`src/flash_pkg.sv`:
```
package flash_pkg;

    // ------------------------------------------------------------
    // Register map (byte addresses on APB, index on serial bus)
    // ------------------------------------------------------------
    localparam logic [7:0] idx_id = 8'h00;
    localparam logic [7:0] idx_ctrl = 8'h01;
    localparam logic [7:0] idx_timeout = 8'h02;
    localparam logic [7:0] idx_status = 8'h03;
    localparam logic [7:0] addr_id = 8'h00;
    localparam logic [7:0] addr_ctrl = 8'h04;
    localparam logic [7:0] addr_timeout = 8'h08;
    localparam logic [7:0] addr_status = 8'h0c;

    // Value is arbitrary
    localparam logic [7:0] id_value = 8'h5a;
    localparam logic [7:0] ctrl_reset = 8'h00;
    localparam logic [7:0] timeout_reset = 8'h09;

    // Control field positions
    localparam int ctrl_out_on = 0;
    localparam int ctrl_strobe_use = 1;
    localparam int ctrl_strobe_level = 2;

    // Status field positions
    localparam int stat_flash = 0;
    localparam int stat_expired = 1;
    localparam int stat_shutdown = 2;

    // ------------------------------------------------------------
    // Serial bus
    // ------------------------------------------------------------
    localparam logic [6:0] slave_addr = 7'h30;
    localparam logic [3:0] bits_per_byte = 4'h8;

    // ------------------------------------------------------------
    // Timing
    // ------------------------------------------------------------
    localparam int clk_hz = 100_000_000;
    localparam int shutdown_ms = 100;
    localparam int shutdown_cycles = clk_hz / 1000 * shutdown_ms;
    localparam int flash_unit_us = 1000;
    localparam int flash_unit_cycles = clk_hz / 1_000_000 * flash_unit_us;

    typedef enum {st_idle, st_rx, st_ack, st_tx, st_mack} i2c_state_t;

    typedef struct packed {
        logic strobe_level;
        logic strobe_use;
        logic out_on;
    } ctrl_t;

    typedef struct packed {
        logic [7:0] addr;
        logic [7:0] data;
        logic write;
        logic valid;
    } reg_access_t;

endpackage

```
`src/flash_i2c_strobe.sv`:
```
`timescale 1ns/10ps
module flash_i2c_strobe #(
    parameter int shutdown_count = flash_pkg::shutdown_cycles,
    parameter int flash_unit = flash_pkg::flash_unit_cycles
) (
    input wire logic clk,
    input wire logic rst,
    input wire logic psel,
    input wire logic penable,
    input wire logic pwrite,
    input wire logic [7:0] paddr,
    input wire logic [31:0] pwdata,
    output logic [31:0] prdata,
    output logic pready,
    output logic pslverr,
    input wire logic scl_in,
    input wire logic sda_in,
    output logic sda_out,
    output logic sda_oe,
    input wire logic strobe_in,
    output logic flash_on,
    output logic shutdown
);

    // ------------------------------------------------------------
    // Pin synchronisers and edge detection
    // ------------------------------------------------------------
    logic [1:0] scl_sync;
    logic [1:0] sda_sync;
    logic [1:0] strobe_sync;
    logic scl_d;
    logic sda_d;
    logic strobe_d;

    always_ff @(posedge clk or posedge rst) begin
        if (rst) begin
            scl_sync <= 2'h3;
            sda_sync <= 2'h3;
            strobe_sync <= 2'h0;
            scl_d <= 1'b1;
            sda_d <= 1'b1;
            strobe_d <= 1'b0;
        end else begin
            // 100 MHz sampling leaves ample margin at 400 kHz
            scl_sync <= {scl_sync[0], scl_in};
            sda_sync <= {sda_sync[0], sda_in};
            strobe_sync <= {strobe_sync[0], strobe_in};
            scl_d <= scl_sync[1];
            sda_d <= sda_sync[1];
            strobe_d <= strobe_sync[1];
        end
    end

    logic scl;
    logic sda;
    logic strobe;
    logic scl_rise;
    logic scl_fall;
    logic bus_start;
    logic bus_stop;
    logic strobe_rise;

    assign scl = scl_sync[1];
    assign sda = sda_sync[1];
    assign strobe = strobe_sync[1];
    assign scl_rise = scl & ~scl_d;
    assign scl_fall = ~scl & scl_d;
    // SDA moving while SCL is high is a bus condition, never data
    assign bus_start = scl & scl_d & sda_d & ~sda;
    assign bus_stop = scl & scl_d & ~sda_d & sda;
    assign strobe_rise = strobe & ~strobe_d;

    // ------------------------------------------------------------
    // Register file
    // ------------------------------------------------------------
    flash_pkg::ctrl_t ctrl;
    logic [7:0] timeout;
    logic expired;
    logic [7:0] status;
    logic [7:0] pointer;

    flash_pkg::reg_access_t i2c_acc;
    flash_pkg::reg_access_t apb_acc;
    logic flash_end_cmd;
    logic shut_event;

    assign status = {5'h00, shutdown, expired, flash_on};

    function automatic logic [7:0] read_reg(input logic [7:0] idx);
        case (idx)
            flash_pkg::idx_id: return flash_pkg::id_value;
            flash_pkg::idx_ctrl: return {5'h00, ctrl};
            flash_pkg::idx_timeout: return timeout;
            flash_pkg::idx_status: return status;
            default: return 8'h00;
        endcase
    endfunction

    logic [7:0] ptr_data;
    assign ptr_data = read_reg(pointer);
    logic apb_hit;
    logic [7:0] apb_idx;
    assign apb_idx = {2'h0, paddr[7:2]};
    assign apb_hit = (paddr[1:0] == 2'h0) && (apb_idx <= flash_pkg::idx_status);
    assign apb_acc.addr = apb_idx;
    assign apb_acc.data = pwdata[7:0];
    assign apb_acc.write = pwrite;
    assign apb_acc.valid = psel & penable & pready & apb_hit;

    logic ctrl_wr;
    logic [7:0] ctrl_wdata;
    logic to_wr;
    logic [7:0] to_wdata;

    always_comb begin
        ctrl_wr = 1'b0;
        ctrl_wdata = 8'h00;
        to_wr = 1'b0;
        to_wdata = 8'h00;
        // Bus master on the serial side wins a same-cycle clash
        if (apb_acc.valid && apb_acc.write) begin
            if (apb_acc.addr == flash_pkg::idx_ctrl) begin
                ctrl_wr = 1'b1;
                ctrl_wdata = apb_acc.data;
            end
            if (apb_acc.addr == flash_pkg::idx_timeout) begin
                to_wr = 1'b1;
                to_wdata = apb_acc.data;
            end
        end
        if (i2c_acc.valid && i2c_acc.write) begin
            if (i2c_acc.addr == flash_pkg::idx_ctrl) begin
                ctrl_wr = 1'b1;
                ctrl_wdata = i2c_acc.data;
            end
            if (i2c_acc.addr == flash_pkg::idx_timeout) begin
                to_wr = 1'b1;
                to_wdata = i2c_acc.data;
            end
        end
    end

    always_ff @(posedge clk or posedge rst) begin
        if (rst) begin
            ctrl <= flash_pkg::ctrl_t'(flash_pkg::ctrl_reset[2:0]);
            timeout <= flash_pkg::timeout_reset;
        end else begin
            if (shut_event) begin
                ctrl.out_on <= 1'b0;
            end else if (ctrl_wr) begin
                ctrl <= flash_pkg::ctrl_t'(ctrl_wdata[2:0]);
            end else if (flash_end_cmd) begin
                ctrl.out_on <= 1'b0;
            end
            if (to_wr) begin
                timeout <= to_wdata;
            end
        end
    end

    // ------------------------------------------------------------
    // APB slave: one wait state, error on unmapped address
    // ------------------------------------------------------------
    always_ff @(posedge clk or posedge rst) begin
        if (rst) begin
            pready <= 1'b0;
            pslverr <= 1'b0;
            prdata <= 32'h0000_0000;
        end else begin
            pready <= psel & penable & ~pready;
            pslverr <= psel & penable & ~pready & ~apb_hit;
            if (psel && penable && !pready && !pwrite) begin
                prdata <= {24'h00_0000, read_reg(apb_idx)};
            end
        end
    end

    // ------------------------------------------------------------
    // Serial slave
    // ------------------------------------------------------------
    flash_pkg::i2c_state_t state;
    logic [3:0] bit_cnt;
    logic [7:0] rx_shift;
    logic [7:0] tx_shift;
    logic [1:0] phase;
    logic read_dir;
    logic master_nack;

    always_ff @(posedge clk or posedge rst) begin
        if (rst) begin
            state <= flash_pkg::st_idle;
            bit_cnt <= 4'h0;
            rx_shift <= 8'h00;
            tx_shift <= 8'h00;
            phase <= 2'h0;
            read_dir <= 1'b0;
            master_nack <= 1'b0;
            pointer <= 8'h00;
            sda_oe <= 1'b0;
            i2c_acc <= '0;
        end else begin
            i2c_acc.valid <= 1'b0;
            if (bus_stop) begin
                state <= flash_pkg::st_idle;
                sda_oe <= 1'b0;
            end else if (bus_start) begin
                // Also a repeated START: pointer is kept
                state <= flash_pkg::st_rx;
                bit_cnt <= 4'h0;
                phase <= 2'h0;
                sda_oe <= 1'b0;
            end else begin
                case (state)
                    flash_pkg::st_idle: begin
                        sda_oe <= 1'b0;
                    end
                    flash_pkg::st_rx: begin
                        if (scl_rise) begin
                            rx_shift <= {rx_shift[6:0], sda};
                            bit_cnt <= bit_cnt + 4'h1;
                        end else if (scl_fall &&
                                     bit_cnt == flash_pkg::bits_per_byte) begin
                            bit_cnt <= 4'h0;
                            case (phase)
                                2'h0: begin
                                    if (rx_shift[7:1] == flash_pkg::slave_addr) begin
                                        read_dir <= rx_shift[0];
                                        sda_oe <= 1'b1;
                                        state <= flash_pkg::st_ack;
                                    end else begin
                                        state <= flash_pkg::st_idle;
                                    end
                                    phase <= 2'h1;
                                end
                                2'h1: begin
                                    pointer <= rx_shift;
                                    sda_oe <= 1'b1;
                                    state <= flash_pkg::st_ack;
                                    phase <= 2'h2;
                                end
                                default: begin
                                    i2c_acc.addr <= pointer;
                                    i2c_acc.data <= rx_shift;
                                    i2c_acc.write <= 1'b1;
                                    i2c_acc.valid <= 1'b1;
                                    pointer <= pointer + 8'h01;
                                    sda_oe <= 1'b1;
                                    state <= flash_pkg::st_ack;
                                end
                            endcase
                        end
                    end
                    flash_pkg::st_ack: begin
                        // Ack held from SCL fall to SCL fall
                        if (scl_fall) begin
                            if (read_dir) begin
                                tx_shift <= ptr_data;
                                sda_oe <= ~ptr_data[7];
                                bit_cnt <= 4'h0;
                                state <= flash_pkg::st_tx;
                            end else begin
                                sda_oe <= 1'b0;
                                state <= flash_pkg::st_rx;
                            end
                        end
                    end
                    flash_pkg::st_tx: begin
                        if (scl_fall) begin
                            if (bit_cnt == flash_pkg::bits_per_byte - 4'h1) begin
                                sda_oe <= 1'b0;
                                pointer <= pointer + 8'h01;
                                state <= flash_pkg::st_mack;
                            end else begin
                                tx_shift <= {tx_shift[6:0], 1'b0};
                                sda_oe <= ~tx_shift[6];
                                bit_cnt <= bit_cnt + 4'h1;
                            end
                        end
                    end
                    flash_pkg::st_mack: begin
                        if (scl_rise) begin
                            master_nack <= sda;
                        end else if (scl_fall) begin
                            if (master_nack) begin
                                state <= flash_pkg::st_idle;
                            end else begin
                                tx_shift <= ptr_data;
                                sda_oe <= ~ptr_data[7];
                                bit_cnt <= 4'h0;
                                state <= flash_pkg::st_tx;
                            end
                        end
                    end
                    default: state <= flash_pkg::st_idle;
                endcase
            end
        end
    end

    // Open drain: only ever pulls low
    always_ff @(posedge clk or posedge rst) begin
        if (rst) begin
            sda_out <= 1'b0;
        end else begin
            sda_out <= 1'b0;
        end
    end

    // ------------------------------------------------------------
    // Shutdown watchdog on SCL low
    // ------------------------------------------------------------
    logic [23:0] scl_low_cnt;

    assign shut_event = (scl_low_cnt == 24'(shutdown_count - 1)) &&
                        (flash_on || ctrl.out_on);

    always_ff @(posedge clk or posedge rst) begin
        if (rst) begin
            scl_low_cnt <= 24'h00_0000;
            shutdown <= 1'b0;
        end else begin
            if (scl) begin
                scl_low_cnt <= 24'h00_0000;
            end else if (scl_low_cnt != 24'(shutdown_count - 1)) begin
                scl_low_cnt <= scl_low_cnt + 24'h00_0001;
            end
            if (shut_event) begin
                shutdown <= 1'b1;
            end else if (ctrl_wr) begin
                shutdown <= 1'b0;
            end
        end
    end

    // ------------------------------------------------------------
    // Flash start and duration
    // ------------------------------------------------------------
    logic [23:0] unit_cnt;
    logic [7:0] elapsed;
    logic time_up;
    logic start_cmd;

    assign time_up = flash_on && (elapsed == timeout) &&
                     (unit_cnt == 24'(flash_unit - 1));
    // A write that sets out_on fires the flash in command mode
    assign start_cmd = ctrl_wr && ctrl_wdata[flash_pkg::ctrl_out_on] &&
                       !ctrl_wdata[flash_pkg::ctrl_strobe_use];
    assign flash_end_cmd = time_up ||
                           (flash_on && ctrl.strobe_use &&
                            ctrl.strobe_level && !strobe);

    always_ff @(posedge clk or posedge rst) begin
        if (rst) begin
            flash_on <= 1'b0;
            expired <= 1'b0;
            unit_cnt <= 24'h00_0000;
            elapsed <= 8'h00;
        end else begin
            if (flash_on) begin
                if (unit_cnt == 24'(flash_unit - 1)) begin
                    unit_cnt <= 24'h00_0000;
                    elapsed <= elapsed + 8'h01;
                end else begin
                    unit_cnt <= unit_cnt + 24'h00_0001;
                end
            end else begin
                unit_cnt <= 24'h00_0000;
                elapsed <= 8'h00;
            end
            if (shut_event) begin
                flash_on <= 1'b0;
            end else if (flash_on) begin
                if (time_up) begin
                    flash_on <= 1'b0;
                    expired <= 1'b1;
                end else if (ctrl.strobe_use && ctrl.strobe_level &&
                             !strobe) begin
                    flash_on <= 1'b0;
                end else if (ctrl_wr &&
                             !ctrl_wdata[flash_pkg::ctrl_out_on]) begin
                    flash_on <= 1'b0;
                end
            end else if (start_cmd) begin
                flash_on <= 1'b1;
                expired <= 1'b0;
            end else if (ctrl.out_on && ctrl.strobe_use) begin
                if (!ctrl.strobe_level && strobe_rise) begin
                    flash_on <= 1'b1;
                    expired <= 1'b0;
                end else if (ctrl.strobe_level && strobe_rise) begin
                    // Level mode restarts only on a fresh high level
                    flash_on <= 1'b1;
                    expired <= 1'b0;
                end
            end
        end
    end
endmodule

```
`config.mk`:
```
export PLATFORM = sky130hd
export DESIGN_NAME = flash_i2c_strobe
export DESIGN_NICKNAME = d
export VERILOG_FILES = /design/src/flash_pkg.sv /design/src/flash_i2c_strobe.sv
export SDC_FILE = /design/constraint.sdc
export NUM_CORES = 1
export LEC_CHECK = 0
export ABC_AREA = 1
export BUFFER_PORTS_ARGS = -buffer_cell sky130_fd_sc_hd__clkbuf_2
export CAP_MARGIN = 25
export CELL_PAD_IN_SITES_DETAIL_PLACEMENT = 0
export CELL_PAD_IN_SITES_GLOBAL_PLACEMENT = 1
export CORE_ASPECT_RATIO = 0.5
export CORE_UTILIZATION = 47
export CTS_CLUSTER_SIZE = 16
export DETAILED_ROUTE_END_ITERATION = 8
export PLACE_DENSITY = 0.93
export RECOVER_POWER = 25
export SLEW_MARGIN = 40
export SYNTH_ARGS = -nofsm -noshare
export SYNTH_HDL_FRONTEND = slang
export SYNTH_SLANG_ARGS = --single-unit
```
`constraint.sdc`:
```
create_clock -name clk -period 9.1 [get_ports clk]
set_clock_uncertainty 0.2 [all_clocks]
set_input_delay 0.455 -clock clk [delete_from_list [all_inputs] [get_ports clk]]
set_output_delay 0.455 -clock clk [all_outputs]
set_load 0.02 [all_outputs]
```
# After elaboration in Yosys (flattened, before gate mapping)
# Index checks and enable logic that the tools add are counted.
# classes
add_sub_neg,5
multipliers,0
div,0
n_lt_le_gt_ge,1
eq_ne,52
shift,0
muxes,108
n_bitwise,27
reduce_logical,59
# ops
operator,count
$mux 32,10
$pmux 32 s5,1
$mux 24,4
$mux 8,10
$eq 32x2->1 const B,2
$pmux 8 s4,2
$mux 7,7
$add 24x1->24 const B,2
$mux 1,47
$mux 4,10
$ne 4x4->1 const B,9
$eq 32x1->1 const B,1
$eq 32x3->1 const B,1
$logic_not 32->1,1
$pmux 8 s2,2
$eq 24x17->1 const B,1
$eq 24x24->1 const B,1
$eq 8x2->1 const B,3
$ne 24x24->1 const B,1
$ne 3x3->1 const B,8
$ne 2x2->1 const B,11
$logic_and 1x1->1,21
$pmux 7 s3,1
$reduce_and 10->1,2
37 further kinds,94
# word_totals
regBits,171
latch_bits,0
ram_bits,0
romBits,0
inputBits,48
out_inout_bits,38
elab_cells,284
n_memories,0

# Logic depth before layout (Yosys ltp)
# Gate-level depths: netlist of the first run.
# logic_depth
depth_word,14
mapped_depth,12
ltp_nobuf,12

# Worst setup path before layout of the first run
# OpenSTA, ideal clock, no wires.
# synth_timing
path_type,flip-flop to flip-flop
start,register unit_cnt[0]
end,register unit_cnt[20]
setup_time_ns,0.086
arrival_time_ns,1.474
required_time_ns,8.814
path_slack_ns,7.340
path_stages_with_launch,10
path_buffers,1
period_less_slack_ns,1.760
cell_sequence,dfrtp_1 ha_1 nand3_1 nor2_1 nand2_1 nor2_4 nor2_2 inv_1 buf_4 nor3_1
# synth_between
elab_chain_cells,3
word_cells_on_any_way,4
cone_classes,add/sub: 1; eq/ne: 1; mux: 2
# synth_rtl
element,line_no,source
from (decl),flash_i2c_strobe.sv:338,logic [23:0] unit_cnt;
from (signal assigned),flash_i2c_strobe.sv:364,unit_cnt <= unit_cnt + 24'h00_0001;
$add 24x1->24 / $eq 24x17->1 (equally long branches),"flash_i2c_strobe.sv:364, flash_i2c_strobe.sv:360",
$mux 24 *,flash_i2c_strobe.sv:360,if (unit_cnt == 24'(flash_unit - 1)) begin
$mux 24 *,flash_i2c_strobe.sv:359,if (flash_on) begin
# Mark *: on every way between the ends. The rest lies on a longest branch, timed or not.
# A chain may end at the register's enable or synchronous reset.

==> metrics, run 1 <==
syn avg cell area 7.72 µm²; Inserted Diodes 0; core area 16,500 µm²; crit path cell chain dlygate4sd3_1, clkbuf_1, clkinvlp_2, buf_6; Setup WS pre-CTS 6.60 ns; commonest non-fill, non-tap cell in the layout nand2_1; Slew Viols, Final 65; Mapped Area 8020 µm²; CP peak stage delay 1.64 ns; Warnings, synthesis 0; Skew-Pair Late Insertion Delay 0.43 ns; first-pass GRT wire length 32.2 mm; Clock Pin Slew Worst Setup and Hold Paths 0.06 ns; top_reg_cell synth dfrtp_1; Max Cap Viol 1; Worst Setup End Kind asynchronous set/reset pin; CTS resizes 0; Post-synth EDFFs 0; kind of critical path input port to asynchronous set/reset pin; Nets 1,139; headroom to the max-slew limit -0.959; R2R Setup Slk 6.52 ns; RSZ-0062 raised after global routing false; # rows 33; LEAKAGE 0.00416 µW; All-Layer GR Usage 0.227; Root Buffer clkbuf_16; antenna viol nets, final 0; starting density of the core 0.486; worst-margin pin slew 2.92 ns; multi-input logic area 3740 µm²; crit-path max FO 79; CTS Buffer Depth 2; register area 3560 µm²; initial drt markers 353; status finished, violations left; final hold vios 0; post-route cell area 8970 µm²; layout cells sized above 1 0.122; #FFs+latches synth 142; Cells after Synth 1,039; final period utilization 0.352; # DRC 0; CTS H-Tree Depth 4; # setup viols final 0; via count 6,809; Min Hold Slack 0.0696 ns; largest net degree at the start of global routing 80; sequential share of the synthesized area 0.444; DIE AREA 17,600 µm²; Worst EP required 9.38 ns; f_max 312 MHz; Die X 187 µm; Ports 86; RD Place Congestion 0.908; final setup margin 5.90 ns; # fillers 1,582; Post-synth ARST share 1.00; Placed Area 8290 µm²; critical path's slowest cell clkinvlp_2; Max rail drop VDD 0.133 mV; commonest non-fill, non-tap cells in the layout nand2_1 (228), dfrtp_1 (134), nor2_1 (130); Min-Delay Path Class input port to register; Worst EP arrival 3.49 ns; placed wire-length estimate 13.5 mm; critical path launch point type input port; fin util 0.543; CTS buffer count 17; power per cell area 166 nW/µm²; final worst path period need 3.20 ns; violated checks capacitance limit, slew limit; Buffers on Ports 36; vias per cell 5.15; CTS Sinks 142; CTS tree built; DRT Pass-1 Iters 5; TNS Setup 0 ns; drt wl/cell 14.0 µm; Die H 94.4 µm; grt total ovfl 0; Netlist cell types 54; vias in the first global route 6,766; initial antenna violation count 0; WL final 18.5 mm; Area Overhead vs Synth 11.8%
routing by layer:
layer / GRT usage / wire length [µm] / up-vias
met1: 0.290 / 8600 / 3196
met4: 0.0908 / 332 / 0
li1: - / - / 3440
met2: 0.391 / 8750 / 144
met5: 0 / 0 / -
met3: 0.0401 / 800 / 29
worst max-delay path, delay by kind of cell:
family / cells / cell delay (ns)
buffers and inverters: 4 / 2.96
power by group:
| group | switching (µW) | internal, µW |
|---|---|---|
| Sequential | 8.66 | 642 |
| Combinational | 50.5 | 16.9 |
| Clock | 285 | 483 |
| Total | 344 | 1140 |
registers in the layout (all words and copies together) (netlist names), 2 cells and up:
signal,cells
bit_cnt,4
ctrl,3
elapsed,8
i2c_acc,18
phase,2
pointer,8
prdata,8
rx_shift,8
scl_low_cnt,24
scl_sync,2
sda_sync,2
state,3
strobe_sync,2
timeout,8
tx_shift,7
unit_cnt,24
through the flow:
stage                     instances  total power (µW)
after floorplan                1063               717
final                          1321              1490
after CTS                      1321              1500
after global placement         1286               727
after global routing           1321              1540
after detailed placement       1286               729
final cells by class:
class                      count  share of cell area
tap                          227              0.0317
inverter                     133              0.0561
clock buffer                  20              0.0520
timing repair buffer          41              0.0257
sequential                   142               0.397
clock inverter                11              0.0201
multi-input combinational    747               0.417
cell families after synthesis:
family,after synthesis,synth area share
AO/OA/AOI/OAI,170,0.118
adder cells (fa/ha/maj),9,0.0140
XOR/XNOR,21,0.0229
other,1,0.000467
flip-flops,142,0.444
buffers and inverters,174,0.100
multiplexers,3,0.00390
AND/OR/NAND/NOR,519,0.296
cells in the mapped netlist, types with 3 or more instances:
library cell	n	area, µm²
nand2_1	228	856
nand3b_1	4	30.0
inv_1	115	432
nand2_4	3	33.8
o21ai_1	30	150
a31oi_1	6	37.5
nor4_1	5	31.3
o211ai_1	5	37.5
o221ai_1	3	26.3
or2_2	3	18.8
buf_6	4	45.0
inv_2	17	63.8
nand3_1	59	295
buf_4	29	218
o22ai_1	5	31.3
nand4_1	27	169
o21ai_0	61	305
nor2_4	6	67.6
nor2_1	130	488
nor2_2	8	50.1
o31ai_1	3	22.5
dfstp_2	8	210
o21ai_2	4	35.0
nor3_1	26	130
ha_1	9	113
dfrtp_1	134	3350
or2_0	3	18.8
a21oi_1	45	225
clkbuf_1	6	22.5
xor2_1	19	166
worst paths after layout:
| check | startpoint | endpoint | cells after the start |
|---|---|---|---|
| max | rst | scl_low_cnt[7] | 4 |
| min | pwdata[0] | timeout[0] | 3 |
| max reg2reg | flash_on | unit_cnt[19] | 5 |
| min reg2reg | strobe_sync[0] | strobe_sync[1] | 0 |
| max in group clk | flash_on | unit_cnt[19] | 5 |
| min in group asynchronous | rst | prdata[0] | 3 |
what timing repair did:
action                     4_1_cts  5_1_grt
setup endpoints to repair        0        0
hold endpoints to repair        65        0
buffers inserted                 0        0
hold buffers                     4        0
Power figures use the tool's default switching activity.
==> run 2: changes to the inputs <==
- CORE_UTILIZATION: 47 -> 44
- PLACE_DENSITY: 0.93 -> 0.89
- clock period: 9.1 -> 3.4 ns (I/O delays scaled with it)
==> metrics, run 2 (synthesis results as in run 1) <==
# fillers 1,706; Die X 193 µm; Root Buffer clkbuf_16; Worst EP required 3.48 ns; initial drt markers 381; crit-path max FO 8; Slew Viols, Final 0; commonest non-fill, non-tap cell in the layout nand2_1; TNS Setup 0 ns; biggest regs scl_low_cnt (24), unit_cnt (24), i2c_acc (18); # setup viols final 0; CTS Sinks 142; initial antenna violation count 0; Worst Hold Path Cells 4; commonest non-fill, non-tap cells in the layout nand2_1 (228), dfrtp_1 (134), nor2_1 (130); Power Internal 2890 µW; Max Cap Viol 0; RD Place Congestion 0.853; Area Overhead vs Synth 13.1%; Nets 1,156; CTS H-Tree Depth 4; CTS resizes 0; Inserted Diodes 0; final worst path period need 2.54 ns; layout cells sized above 1 0.113; Sw Pwr 943 µW; Worst Setup End Kind register; final hold vios 0; Die H 97.5 µm; CTS buffer count 17; status finished, violations left; f_max 393 MHz; kind of critical path input port to register; LEAKAGE 0.00417 µW; placed wire-length estimate 13.7 mm; violated checks DRC; Ports 86; Buffers on Ports 36; Max rail drop VDD 0.260 mV; via count 6,803; RSZ-0062 raised after global routing false; DIE AREA 18,800 µm²; CTS Buffer Depth 2; Worst EP arrival 2.62 ns; starting density of the core 0.456; Skew-Pair Late Insertion Delay 0.43 ns; # DRC 4; power share of the combinational group 0.050; fin util 0.515; Min Hold Slack 0.0199 ns; vias in the first global route 6,524; WL final 18.7 mm; Clock Pin Slew Worst Setup and Hold Paths 0.06 ns; sequential cell fraction of total power 0.454; DRT Pass-1 Iters 7; antenna viol nets, final 0; drt wl/cell 13.9 µm; CTS tree built; vias per cell 5.05; worst-margin pin slew 1.16 ns; core area 17,600 µm²; critical path launch point type input port; final period utilization 0.748; Min-Delay Path Class input port to register; headroom to the max-slew limit 0.230; largest net degree at the start of global routing 50; grt total ovfl 0; # rows 34; All-Layer GR Usage 0.211; path depth of the worst reg2reg path 9; first-pass GRT wire length 31.6 mm; power per cell area 422 nW/µm²; Clock power frac 0.496; switching share of power 0.246
## run 2: repair_timing
action / CTS / global route
endpoints found under the hold margin: 154 / 0
buffers inserted: 0 / 0
hold buffers: 18 / 0
## run 2: metrics by stage
step	instance area (µm²)	total power, µW	setup WS [ns]	instances
floorplan	8120	1920	1.26	1063
global route	9070	3970	0.713	1346
detailed placement	8320	1950	1.06	1296
global placement	8320	1950	1.14	1296
finish	9070	3830	0.858	1346
CTS	9090	3870	0.895	1346
## run 2: per-layer routing
| metal | wire length (µm) | global-route usage |
|---|---|---|
| met5 | 0 | 0 |
| met4 | 142 | 0.0469 |
| met3 | 664 | 0.0441 |
| met2 | 8570 | 0.339 |
| met1 | 9290 | 0.292 |
## run 2: cell type report
type                            count  area (µm²)  area share
Multi-Input combinational cell    747        3740       0.413
Tap cell                          234         293      0.0323
Clock buffer                       19         443      0.0488
Timing Repair Buffer               58         374      0.0412
Clock inverter                     13         153      0.0168
Inverter                          133         503      0.0554
Sequential cell                   142        3560       0.393
## run 2: power groups by stage
stage          Clock (µW)  Combinational (µW)  Sequential, µW
2_1_floorplan           0                 150            1770
3_3_place_gp            0                 178            1770
3_5_place_dp            0                 182            1770
4_1_cts              1930                 198            1740
5_1_grt              2010                 219            1740
6_report             1900                 194            1740
## run 2: path summary, 6_finish.rpt
path / from / slack [ns] / to
min: paddr[2] / 0.02 / prdata[4]
min reg2reg: scl_sync[0] / 0.16 / scl_sync[1]
max reg2reg: scl_sync[1] / 0.95 / pointer[3]
min in group asynchronous: rst / 0.09 / elapsed[4]
max in group asynchronous: rst / 1.45 / scl_low_cnt[18]
max: paddr[0] / 0.86 / timeout[5]
## run 2: worst max-delay path: stages
cell and delay [ns]:
dlygate4sd3_1 0.54, clkbuf_2 0.10, nor2_1 0.07, dlygate4sd3_1 0.54
nand3_1 0.09, nor2_1 0.25, nand4_1 0.30, nand2_1 0.19
inv_1 0.16, nand2_1 0.09, o221ai_1 0.10
